**config.mk**
```make
export PLATFORM = sky130hd
export DESIGN_NAME = pbo_top
export DESIGN_NICKNAME = d
export VERILOG_FILES = /design/src/shared/pbo_pkg.sv /design/src/shared/pbo_cfg_if.sv /design/src/design/pbo_fuse_latch.sv /design/src/design/pbo_top.sv
export SDC_FILE = /design/constraint.sdc
export NUM_CORES = 1
export LEC_CHECK = 0
export BUFFER_PORTS_ARGS = -buffer_cell sky130_fd_sc_hd__buf_2
export CORE_MARGIN = 8
export CORE_UTILIZATION = 27
export CTS_BUF_LIST = sky130_fd_sc_hd__clkbuf_8
export DETAILED_ROUTE_END_ITERATION = 6
export PLACE_DENSITY = 0.81
export SLEW_MARGIN = 20
export SYNTH_ARGS = -nofsm -noshare
export SYNTH_HDL_FRONTEND = slang
export SYNTH_SLANG_ARGS = --single-unit
```
**constraint.sdc**
```tcl
create_clock -name CORE_CLK -period 1 [get_ports CORE_CLK]
set_clock_uncertainty 0.2 [all_clocks]
set_input_delay 0.25 -clock CORE_CLK [delete_from_list [all_inputs] [get_ports CORE_CLK]]
set_output_delay 0.25 -clock CORE_CLK [all_outputs]
set_load 0.02 [all_outputs]
```
**src/shared/pbo_pkg.sv**
```systemverilog
// Package with pin positions and fuse defaults for the port B override logic.
package pbo_pkg;

  // ---------------------------------------------------------------------------
  // Pin positions within the port
  // ---------------------------------------------------------------------------
  localparam int unsigned PIN_SER_DATA  = 0;
  localparam int unsigned PIN_SER_DOUT  = 1;
  localparam int unsigned PIN_SER_CLK   = 2;
  localparam int unsigned PIN_CMP_B     = 3;
  localparam int unsigned PIN_OSC_IN    = 4;
  localparam int unsigned PIN_OSC_OUT   = 5;
  localparam int unsigned PIN_EXT_IRQ   = 6;
  localparam int unsigned PIN_RESET     = 7;
  localparam int unsigned PORT_WIDTH    = 8;

  // ---------------------------------------------------------------------------
  // Fuse-derived configuration values held until the first capture
  // ---------------------------------------------------------------------------
  localparam logic RST_RESET_PIN_SELECT    = 1'h1;
  localparam logic RST_PIN4_GPIO_ALLOWED   = 1'h0;
  localparam logic RST_PIN5_GPIO_ALLOWED   = 1'h0;
  localparam logic RST_EXTERNAL_CLOCK_SEL  = 1'h0;
  localparam logic RST_CAPTURE_DONE        = 1'h0;

endpackage

```
**src/shared/pbo_cfg_if.sv**
```systemverilog
// Interface carrying the captured clock and reset fuse configuration.
`timescale 1ns/1ps
interface pbo_cfg_if;
  logic reset_pin_select;
  logic pin4_gpio_allowed;
  logic pin5_gpio_allowed;
  logic external_clock_selected;
  logic capture_done;

  modport src (
    output reset_pin_select,
    output pin4_gpio_allowed,
    output pin5_gpio_allowed,
    output external_clock_selected,
    output capture_done
  );

  modport snk (
    input reset_pin_select,
    input pin4_gpio_allowed,
    input pin5_gpio_allowed,
    input external_clock_selected,
    input capture_done
  );
endinterface

```
**src/design/pbo_fuse_latch.sv**
```systemverilog
// Captures the static fuse configuration once after reset release.
`timescale 1ns/1ps
module pbo_fuse_latch (
  // Clock and reset
  input  wire logic clk,
  input  wire logic rst_n,
  // Fuse levels
  input  wire logic reset_pin_select_in,
  input  wire logic pin4_gpio_allowed_in,
  input  wire logic pin5_gpio_allowed_in,
  input  wire logic external_clock_selected_in,
  // Captured configuration
  pbo_cfg_if.src    cfg
);

  logic rst_sel_q, rst_sel_d;
  logic gpio4_q, gpio4_d;
  logic gpio5_q, gpio5_d;
  logic ext_clk_q, ext_clk_d;
  logic done_q, done_d;

  // ---------------------------------------------------------------------------
  // Capture on the first edge after reset release, then hold.
  // ---------------------------------------------------------------------------
  always_comb begin
    rst_sel_d = rst_sel_q;
    gpio4_d   = gpio4_q;
    gpio5_d   = gpio5_q;
    ext_clk_d = ext_clk_q;
    done_d    = 1'h1;
    if (!done_q) begin
      rst_sel_d = reset_pin_select_in;
      gpio4_d   = pin4_gpio_allowed_in;
      gpio5_d   = pin5_gpio_allowed_in;
      ext_clk_d = external_clock_selected_in;
    end
  end

  always_ff @(posedge clk or negedge rst_n) begin
    if (!rst_n) begin
      rst_sel_q <= pbo_pkg::RST_RESET_PIN_SELECT;
      gpio4_q   <= pbo_pkg::RST_PIN4_GPIO_ALLOWED;
      gpio5_q   <= pbo_pkg::RST_PIN5_GPIO_ALLOWED;
      ext_clk_q <= pbo_pkg::RST_EXTERNAL_CLOCK_SEL;
      done_q    <= pbo_pkg::RST_CAPTURE_DONE;
    end else begin
      rst_sel_q <= rst_sel_d;
      gpio4_q   <= gpio4_d;
      gpio5_q   <= gpio5_d;
      ext_clk_q <= ext_clk_d;
      done_q    <= done_d;
    end
  end

  assign cfg.reset_pin_select        = rst_sel_q;
  assign cfg.pin4_gpio_allowed       = gpio4_q;
  assign cfg.pin5_gpio_allowed       = gpio5_q;
  assign cfg.external_clock_selected = ext_clk_q;
  assign cfg.capture_done            = done_q;
endmodule

```
**src/design/pbo_top.sv**
```systemverilog
// Alternate function override logic for the eight pins of port B.
`timescale 1ns/1ps
// Summary of operation
// - Two-wire pin 0 pulls low if dir set and port bit or shift bit zero.
// - Two-wire mode turns pull-ups off and takes direction of pins 0 and 2.
// - Two-wire pin 2 pulls low if dir set and hold active or port bit zero.
// - Pin 0 drives inverted compare A when enabled and not two-wire output.
// - Pin 2 drives inverted compare B unless two-wire with direction set.
// - Pin 1 value: serial output in three-wire, else enabled compare A.
// - Pin 3 drives compare B; input enable needs group A and compare B off.
// - Pins 0 to 2 mask pin change when serial or compare uses them.
// - Digital input stays on in sleep for unmasked enabled pin change.
// - Reset use of pin 7 forces pull-up on and input; masks pin change.
// - Pin 6 input on for external irq, or group B without timer clock.
// - Oscillator claim of pins 4 and 5 forces pull-up off and input.
// - Pin 4 input forced on when external clock is selected.
// - Group B change irq needs global, group enable, and no mask.
// - External irq zero needs global flag and its mask flag.
// - Group A change irq needs global, group enable, and no mask.
module pbo_top (
  // Clock and reset
  input  wire logic       CORE_CLK,
  input  wire logic       RSTN,
  // Serial unit
  input  wire logic       SERIAL_TWO_WIRE_MODE,
  input  wire logic       SERIAL_THREE_WIRE_MODE,
  input  wire logic       CLOCK_STRETCH_HOLD,
  input  wire logic       SHIFT_OUT_BIT,
  input  wire logic       SERIAL_DATA_OUT,
  input  wire logic       START_DETECT_IRQ_EN,
  // Timer compare outputs
  input  wire logic       COMPARE_A_OUT_EN,
  input  wire logic       COMPARE_B_OUT_EN,
  input  wire logic       COMPARE_A_WAVE,
  input  wire logic       COMPARE_B_WAVE,
  input  wire logic       COMPARE_A_WAVE_N,
  input  wire logic       COMPARE_B_WAVE_N,
  input  wire logic       TIMER0_EXT_CLOCK_SELECTED,
  // Port registers
  input  wire logic [7:0] PORT_OUT,
  input  wire logic [7:0] PORT_DIR,
  // Interrupt enables
  input  wire logic       GLOBAL_IRQ_EN,
  input  wire logic       GROUP_A_CHANGE_IRQ_EN,
  input  wire logic       GROUP_B_CHANGE_IRQ_EN,
  input  wire logic       EXTERNAL_IRQ_ZERO_EN,
  // Fuse configuration
  input  wire logic       RESET_PIN_SELECT,
  input  wire logic       PIN4_GPIO_ALLOWED,
  input  wire logic       PIN5_GPIO_ALLOWED,
  input  wire logic       EXTERNAL_CLOCK_SELECTED,
  // Override signals toward the port datapath
  output logic      [7:0] PULLUP_OVERRIDE_ENABLE,
  output logic      [7:0] PULLUP_OVERRIDE_VALUE,
  output logic      [7:0] DIRECTION_OVERRIDE_ENABLE,
  output logic      [7:0] DIRECTION_OVERRIDE_VALUE,
  output logic      [7:0] PORT_VALUE_OVERRIDE_ENABLE,
  output logic      [7:0] PORT_VALUE_OVERRIDE_VALUE,
  output logic      [7:0] INPUT_ENABLE_OVERRIDE_ENABLE,
  output logic      [7:0] INPUT_ENABLE_OVERRIDE_VALUE,
  // Interrupt qualifiers
  output logic      [7:0] PIN_CHANGE_ACTIVE,
  output logic            EXTERNAL_IRQ_ZERO_ACTIVE
);

  pbo_cfg_if cfg ();

  logic       two_wire;
  logic       three_wire;
  logic       grp_a_en;
  logic       grp_b_en;
  logic       irq0_en;
  logic       rst_sel;
  logic       gpio4;
  logic       gpio5;
  logic       ext_clk;
  logic [7:0] mask;

  // ---------------------------------------------------------------------------
  // Fuse capture
  // ---------------------------------------------------------------------------
  pbo_fuse_latch u_fuse (
    .clk                        (CORE_CLK),
    .rst_n                      (RSTN),
    .reset_pin_select_in        (RESET_PIN_SELECT),
    .pin4_gpio_allowed_in       (PIN4_GPIO_ALLOWED),
    .pin5_gpio_allowed_in       (PIN5_GPIO_ALLOWED),
    .external_clock_selected_in (EXTERNAL_CLOCK_SELECTED),
    .cfg                        (cfg)
  );

  assign two_wire   = SERIAL_TWO_WIRE_MODE;
  assign three_wire = SERIAL_THREE_WIRE_MODE;
  assign rst_sel    = cfg.reset_pin_select;
  assign gpio4      = cfg.pin4_gpio_allowed;
  assign gpio5      = cfg.pin5_gpio_allowed;
  assign ext_clk    = cfg.external_clock_selected;

  // ---------------------------------------------------------------------------
  // Interrupt qualification
  // ---------------------------------------------------------------------------
  // group A qualify
  assign grp_a_en = GLOBAL_IRQ_EN & GROUP_A_CHANGE_IRQ_EN;
  assign grp_b_en = GLOBAL_IRQ_EN & GROUP_B_CHANGE_IRQ_EN;
  assign irq0_en  = GLOBAL_IRQ_EN & EXTERNAL_IRQ_ZERO_EN;

  always_comb begin
    mask    = 8'h00;
    mask[0] = two_wire | three_wire | COMPARE_A_OUT_EN;
    mask[1] = three_wire | COMPARE_A_OUT_EN;
    mask[2] = two_wire | three_wire | COMPARE_B_OUT_EN;
    mask[3] = COMPARE_B_OUT_EN;
    mask[4] = ~gpio4;
    mask[5] = ~gpio5;
    mask[6] = irq0_en | TIMER0_EXT_CLOCK_SELECTED;
    mask[7] = rst_sel;
  end

  always_comb begin
    PIN_CHANGE_ACTIVE[3:0]   = {4{grp_a_en}} & ~mask[3:0];
    PIN_CHANGE_ACTIVE[7:4]   = {4{grp_b_en}} & ~mask[7:4];
    EXTERNAL_IRQ_ZERO_ACTIVE = irq0_en;
  end

  // ---------------------------------------------------------------------------
  // Pull-up and direction overrides
  // ---------------------------------------------------------------------------
  // combinational override path
  always_comb begin
    PULLUP_OVERRIDE_ENABLE    = 8'h00;
    PULLUP_OVERRIDE_VALUE     = 8'h00;
    DIRECTION_OVERRIDE_ENABLE = 8'h00;
    DIRECTION_OVERRIDE_VALUE  = 8'h00;
    PULLUP_OVERRIDE_ENABLE[0]    = two_wire;
    PULLUP_OVERRIDE_ENABLE[2]    = two_wire;
    DIRECTION_OVERRIDE_ENABLE[0] = two_wire;
    DIRECTION_OVERRIDE_ENABLE[2] = two_wire;
    DIRECTION_OVERRIDE_VALUE[0]  = (~SHIFT_OUT_BIT | ~PORT_OUT[0]) & PORT_DIR[0];
    DIRECTION_OVERRIDE_VALUE[2]  = (CLOCK_STRETCH_HOLD | ~PORT_OUT[2]) & PORT_DIR[2];
    PULLUP_OVERRIDE_ENABLE[4]    = ~gpio4;
    PULLUP_OVERRIDE_ENABLE[5]    = ~gpio5;
    DIRECTION_OVERRIDE_ENABLE[4] = ~gpio4;
    DIRECTION_OVERRIDE_ENABLE[5] = ~gpio5;
    PULLUP_OVERRIDE_ENABLE[7]    = rst_sel;
    PULLUP_OVERRIDE_VALUE[7]     = 1'h1;
    DIRECTION_OVERRIDE_ENABLE[7] = rst_sel;
  end

  // ---------------------------------------------------------------------------
  // Output value overrides
  // ---------------------------------------------------------------------------
  always_comb begin
    PORT_VALUE_OVERRIDE_ENABLE = 8'h00;
    PORT_VALUE_OVERRIDE_VALUE  = 8'h00;
    // inverted compare A on pin 0
    PORT_VALUE_OVERRIDE_ENABLE[0] = (two_wire & PORT_DIR[0]) | COMPARE_A_OUT_EN;
    PORT_VALUE_OVERRIDE_VALUE[0]  = ~(two_wire & PORT_DIR[0]) & COMPARE_A_OUT_EN & COMPARE_A_WAVE_N;
    PORT_VALUE_OVERRIDE_ENABLE[1] = three_wire | COMPARE_A_OUT_EN;
    PORT_VALUE_OVERRIDE_VALUE[1]  = (three_wire & SERIAL_DATA_OUT)
                                  | (~three_wire & COMPARE_A_OUT_EN & COMPARE_A_WAVE);
    // inverted compare B on pin 2
    PORT_VALUE_OVERRIDE_ENABLE[2] = (two_wire & PORT_DIR[2]) | COMPARE_B_OUT_EN;
    PORT_VALUE_OVERRIDE_VALUE[2]  = ~(two_wire & PORT_DIR[2]) & COMPARE_B_WAVE_N;
    PORT_VALUE_OVERRIDE_ENABLE[3] = COMPARE_B_OUT_EN;
    PORT_VALUE_OVERRIDE_VALUE[3]  = COMPARE_B_WAVE;
  end

  // ---------------------------------------------------------------------------
  // Digital input enable overrides
  // ---------------------------------------------------------------------------
  always_comb begin
    INPUT_ENABLE_OVERRIDE_ENABLE = 8'h00;
    INPUT_ENABLE_OVERRIDE_VALUE  = 8'hff;
    // keep input alive for unmasked pin change
    INPUT_ENABLE_OVERRIDE_ENABLE[0] = (~mask[0] & grp_a_en) | START_DETECT_IRQ_EN;
    INPUT_ENABLE_OVERRIDE_ENABLE[1] = ~mask[1] & grp_a_en;
    INPUT_ENABLE_OVERRIDE_ENABLE[2] = (~mask[2] & grp_a_en) | START_DETECT_IRQ_EN;
    INPUT_ENABLE_OVERRIDE_ENABLE[3] = grp_a_en & ~COMPARE_B_OUT_EN;
    INPUT_ENABLE_OVERRIDE_ENABLE[4] = grp_b_en | ~gpio4 | ext_clk;
    INPUT_ENABLE_OVERRIDE_VALUE[4]  = (grp_b_en & gpio4) | ext_clk;
    INPUT_ENABLE_OVERRIDE_ENABLE[5] = grp_b_en | ~gpio5;
    INPUT_ENABLE_OVERRIDE_VALUE[5]  = grp_b_en & gpio5;
    INPUT_ENABLE_OVERRIDE_ENABLE[6] = (~TIMER0_EXT_CLOCK_SELECTED & grp_b_en) | irq0_en;
    INPUT_ENABLE_OVERRIDE_ENABLE[7] = grp_b_en | rst_sel;
    INPUT_ENABLE_OVERRIDE_VALUE[7]  = grp_b_en & ~rst_sel;
  end
endmodule

```
After elaboration in Yosys (flattened, before gate mapping)
Cells that the tools add are included.

word-level totals
  bits in registers = 5
  output and inout bits = 73

operators by class
  bitwise operators = 57

operator list
  cell       count
  1-bit AND  21
  1-bit OR   18
  1-bit NOT  14
  4-bit AND  2
  4-bit NOT  2

Depth between registers and ports, before layout
  word-level depth = 5
  depth in mapped cells = 3

Hierarchy
Synthesis repeated with hierarchy kept, for this count alone.

second synthesis, totals
  cells, all modules = 93
  area total of the unflattened synthesis = 732.0 sq um

modules (own cells, without submodules)
  module          cells an instance  instances  area each (sq um)  seq. area each (sq um)
  pbo_top         83                 1          556.8              0.0
  pbo_fuse_latch  10                 1          175.2              126.4

Worst setup path before layout
Ideal clock, no wire load.

  kind = input to output
  start point = input port COMPARE_A_OUT_EN
  end point = output port PIN_CHANGE_ACTIVE[1]
  data required time = 0.550 ns
  slack = -0.577 ns
  stages on the path = 3
  arrival time = 1.127 ns
  buffers on the path = 1
  cell sequence = or2_1 nor2_1 buf_4

between the ends
  cells in the longest elaborated chain, start to end = 3

RTL lines
  element             RTL line        RTL
  start: declaration  pbo_top.sv:32   input wire logic COMPARE_A_OUT_EN,
  1-bit OR            pbo_top.sv:110  mask[1] = three_wire | COMPARE_A_OUT_EN;
  4-bit NOT           pbo_top.sv:120  PIN_CHANGE_ACTIVE[3:0] = {4{grp_a_en}} & ~mask[3:0];
  4-bit AND           pbo_top.sv:120
  end: declaration    pbo_top.sv:62   output logic [7:0] PIN_CHANGE_ACTIVE,

Every way passes these cells.

Worst setup path after layout
  start point = register u_fuse.gpio4_q, in the netlist u_fuse.cfg.pin4_gpio_allowed
  end point = output port INPUT_ENABLE_OVERRIDE_VALUE[4]

between the ends
  cells in the longest elaborated chain, start to end = 2

RTL lines
  element                   RTL line              RTL
  start: declaration        pbo_fuse_latch.sv:17  logic gpio4_q, gpio4_d;
  start signal: assignment  pbo_fuse_latch.sv:42  gpio4_q <= pbo_pkg::RST_PIN4_GPIO_ALLOWED;
  start signal: assignment  pbo_fuse_latch.sv:48  gpio4_q <= gpio4_d;
  1-bit AND                 pbo_top.sv:180        INPUT_ENABLE_OVERRIDE_VALUE[4] = (grp_b_en & gpio4) | ext_clk;
  1-bit OR                  pbo_top.sv:180
  end: declaration          pbo_top.sv:60         output logic [7:0] INPUT_ENABLE_OVERRIDE_VALUE,

Every way passes these cells.

==> key figures <==
Yosys
  • Fraction of synthesized area in multiplexers: 6.26%
  • Mapped Avg Cell Area: 7.82 µm²
  • Synth Register Bits: 5
  • Number of library cell types mapped by synthesis: 22
  • Synth Instances: 92
  • Synth Cell Area: 719 µm²
  • Xor/xnor share of the synthesized area: 0%
  • Register area share after synthesis: 17.6%
  • Compound-Gate Fraction of Synth Area: about a tenth
  • Synth Area in Simple Gates: 14.8%
  • Warning count from the yosys run: 0
  • Adder-cell area share of the yosys netlist: 0%
  • Largest family of logic cells by synthesized area: buffers and inverters

Placement
  • Placer Congestion: 0.690
  • # placed instances: 178
  • Post-DP HPWL: between 2000 and 2500 µm
  • PortBufs: 64
  • Placed Area: around 1100 µm²

Global routing
  • First-pass GRT wire length: 4420 µm
  • Grt ovf: 0
  • Largest net degree at the start of global routing: 7
  • Initial antenna violation count: 0
  • Vias in the first global route: 920
  • GRT Total Usage: between 10% and 20%

Setup path
  • CP Launch Type: flip-flop
  • Critical R2R Launch: u_fuse.cfg.pin5_gpio_allowed
  • Worst path buffer plus inverter count: 1
  • Critical path required time: 0.55 ns
  • CP Class: reg -> out
  • Reg2reg setup slack: -0.14 ns
  • Crit path arrival time: 1.10 ns
  • Critical path capture point type: output pin
  • Worst r2r path cells: 2
  • Worst-path cell chain: and3_4, or2_4, buf_6
  • CP max stage cell: dfrtp_1
  • CP max FO: 2
  • Peak per-stage delay on the critical path: ~0.37 ns
  • Top delay family on crit path: simple AND/OR/NAND/NOR gates
  • RR Endpoint: u_fuse.cfg.pin5_gpio_allowed

Route
  • Vias/cell: 4.04
  • Final WL: around 3000 µm
  • Routed len/inst: 16.0 µm
  • Drt drc: 0
  • ANT nets after route: 0
  • Routed vias: 764
  • Detailed Routing Iterations Pass 1: 2
  • Iter 0 DRT Violations: 21

Floorplanning
  • Core footprint: 2500 µm²
  • I/O Pins: around 110
  • Die area: about 4600 µm²
  • Core Rows: 18
  • Die width: 67.6 µm
  • Vert. Die Dim: 67.6 µm
  • Initial core utilization: 28.8%

Min path
  • Worst Hold Path Cells: 2
  • Hold WC Path Type: in -> reg
  • Hold endpoint: u_fuse.cfg.reset_pin_select
  • HP Start: RESET_PIN_SELECT

STA
  • Final WS setup: -0.548 ns
  • RSZ-0062 raised after global routing: true
  • Final Slew Violations: 0
  • Final setup viols: 42
  • Worst Hold Slack: between 0.06 and 0.07 ns
  • Period utilization: 155%
  • Tmin final: ~1.5 ns
  • Maximum clock rate: approximately 0.65 GHz
  • Final Hold Viols: 0

Final layout
  • Final Cell Area: 1630 µm²
  • Area occupied by multi-input gates: 564 µm²
  • Final std cells w/o fill: 189
  • Share of layout cells above drive strength 1: 72.3%
  • Final Net Count: 199
  • Reg area: between 100 and 150 µm²
  • Core Util, Final: 65.4%
  • Ant. Diodes: 0
  • Fillers: 180
  • P&R area growth vs syn: 127%

Pwr
  • Maximum vdd drop: between 0.0008 and 0.0009 V
  • P per Cell Area: 911 nW/µm²
  • Static Leak: 0.833 nW

Job
  • Max Cap Viol: 0

Clock network
  • TritonCTS clock tree: yes
  • CTS Buf Count: 3
  • Worst skew pair latency: 0.22 ns
  • Clk sinks: 5
  • Maximum clock path buffer count: 2
  • Clk Tree Root Cell: clkbuf_8
  • Worst-path clk slew: 0.04 ns
  • H-tree lvl count: 1

Run status
  • Status: complete, but fails checks
  • Failing checks: setup timing
==> cells by family (layout without fill, tap and decap cells) <==
kind of cell | count (synthesis) | in the layout
buffers and inverters | 50 | 85
and+or+nand+nor | 21 | 21
AOI/OAI and AO/OA | 10 | 10
DFF | 5 | 5
muxes | 4 | 4
other | 2 | 34
==> through the flow <==
step | setup slack [ns] | TNS [ns] | power [mW]
floorplan | -0.310 | -3.21 | 0.793
global placement | -0.494 | -11.63 | 0.847
detailed placement | -0.521 | -11.96 | 0.854
CTS | -0.538 | -11.56 | 1.42
global route | -0.585 | -13.08 | 1.57
finish | -0.548 | -12.00 | 1.49
==> metal layers <==
| metal | global-route usage (%) | wire length, µm | vias to the layer above |
|---|---|---|---|
| met4 | 5.48 | 25 | 0 |
| met3 | 2.98 | 356 | 2 |
| met2 | 24.7 | 1640 | 63 |
| met1 | 12.2 | 997 | 357 |
| li1 | - | - | 342 |
| met5 | 0 | 0 | - |
==> cells in the final DEF, fill, tap and decap left out, types with 2 or more instances in the layout <==
master,n
clkbuf_8,3
nand2_8,2
a21boi_4,2
nor2_4,6
buf_8,9
inv_4,3
o21bai_4,2
a21o_1,2
conb_1,34
buf_2,11
mux2_4,4
buf_4,5
buf_12,2
nand2_1,2
buf_6,50
or2_4,2
dfrtp_1,3
==> how the worst max path moves through the flow <==
stage | depth (start not counted) | endpoint | slack (ns) | from
floorplan | 3 | PIN_CHANGE_ACTIVE[1] | -0.31 | COMPARE_A_OUT_EN
CTS | 3 | INPUT_ENABLE_OVERRIDE_VALUE[4] | -0.54 | u_fuse.cfg.pin4_gpio_allowed
global route | 3 | INPUT_ENABLE_OVERRIDE_VALUE[4] | -0.58 | u_fuse.cfg.pin4_gpio_allowed
detailed placement | 4 | INPUT_ENABLE_OVERRIDE_ENABLE[0] | -0.52 | GLOBAL_IRQ_EN
finish | 3 | INPUT_ENABLE_OVERRIDE_VALUE[4] | -0.55 | u_fuse.cfg.pin4_gpio_allowed
global placement | 4 | INPUT_ENABLE_OVERRIDE_ENABLE[0] | -0.49 | GLOBAL_IRQ_EN
==> repair_timing <==
action	in CTS	in global routing
setup endpoints to repair	43	43
hold buffers	1	0
buffers inserted	4	3
endpoints found under the hold margin	5	0
resized for setup	107	22
pin swaps	15	8
==> cell type report <==
cell class              count  share of cell area, %
clock buffers               3                   2.53
clock inverters             1                  0.230
inverters                   3                   1.15
multi-input cells          69                   34.5
flip-flops and latches      5                   7.81
well taps                  30                   2.30
repair buffers             78                   51.5
==> power breakdown <==
group | switching [mW] | internal (mW) | leakage [nW]
Sequential | 0.0224 | 0.226 | 0.0561
Combinational | 0.452 | 0.430 | 0.750
Clock | 0.0956 | 0.263 | 0.0269
==> Yosys cell counts, drive strengths merged <==
| cell | count | area share (%) |
|---|---|---|
| a21boi | 3 | 3.1 |
| a21o | 2 | 2.1 |
| a21oi | 1 | 0.69 |
| and2 | 1 | 0.87 |
| and3 | 1 | 0.87 |
| buf | 47 | 49 |
| conb | 2 | 1.0 |
| dfrtp | 4 | 14 |
| dfstp | 1 | 3.7 |
| inv | 3 | 1.6 |
| mux2 | 4 | 6.3 |
| nand2 | 6 | 3.1 |
| nand2b | 1 | 0.87 |
| nand3b | 1 | 1.0 |
| nand4bb | 1 | 1.6 |
| nor2 | 6 | 3.1 |
| nor2b | 1 | 0.87 |
| nor3 | 1 | 0.69 |
| o21a | 1 | 1.0 |
| o21ai | 1 | 0.69 |
| o21bai | 2 | 2.1 |
| or2 | 2 | 1.7 |
==> registers in the layout, indices dropped and copies added, names as in the netlist <==
signal and count:
u_fuse.cfg.pin4_gpio_allowed 1, u_fuse.cfg.pin5_gpio_allowed 1, u_fuse.cfg.reset_pin_select 1, u_fuse.cfg.external_clock_selected 1, u_fuse.cfg.capture_done 1
==> worst reg2reg max path: cells and delay by family, from the launching register on <==
kind	cells	cell delay, ns
multiplexers	1	0.25
buffers and inverters	1	0.15
flip-flops	1	0.42
Power figures use the tool's default switching activity.
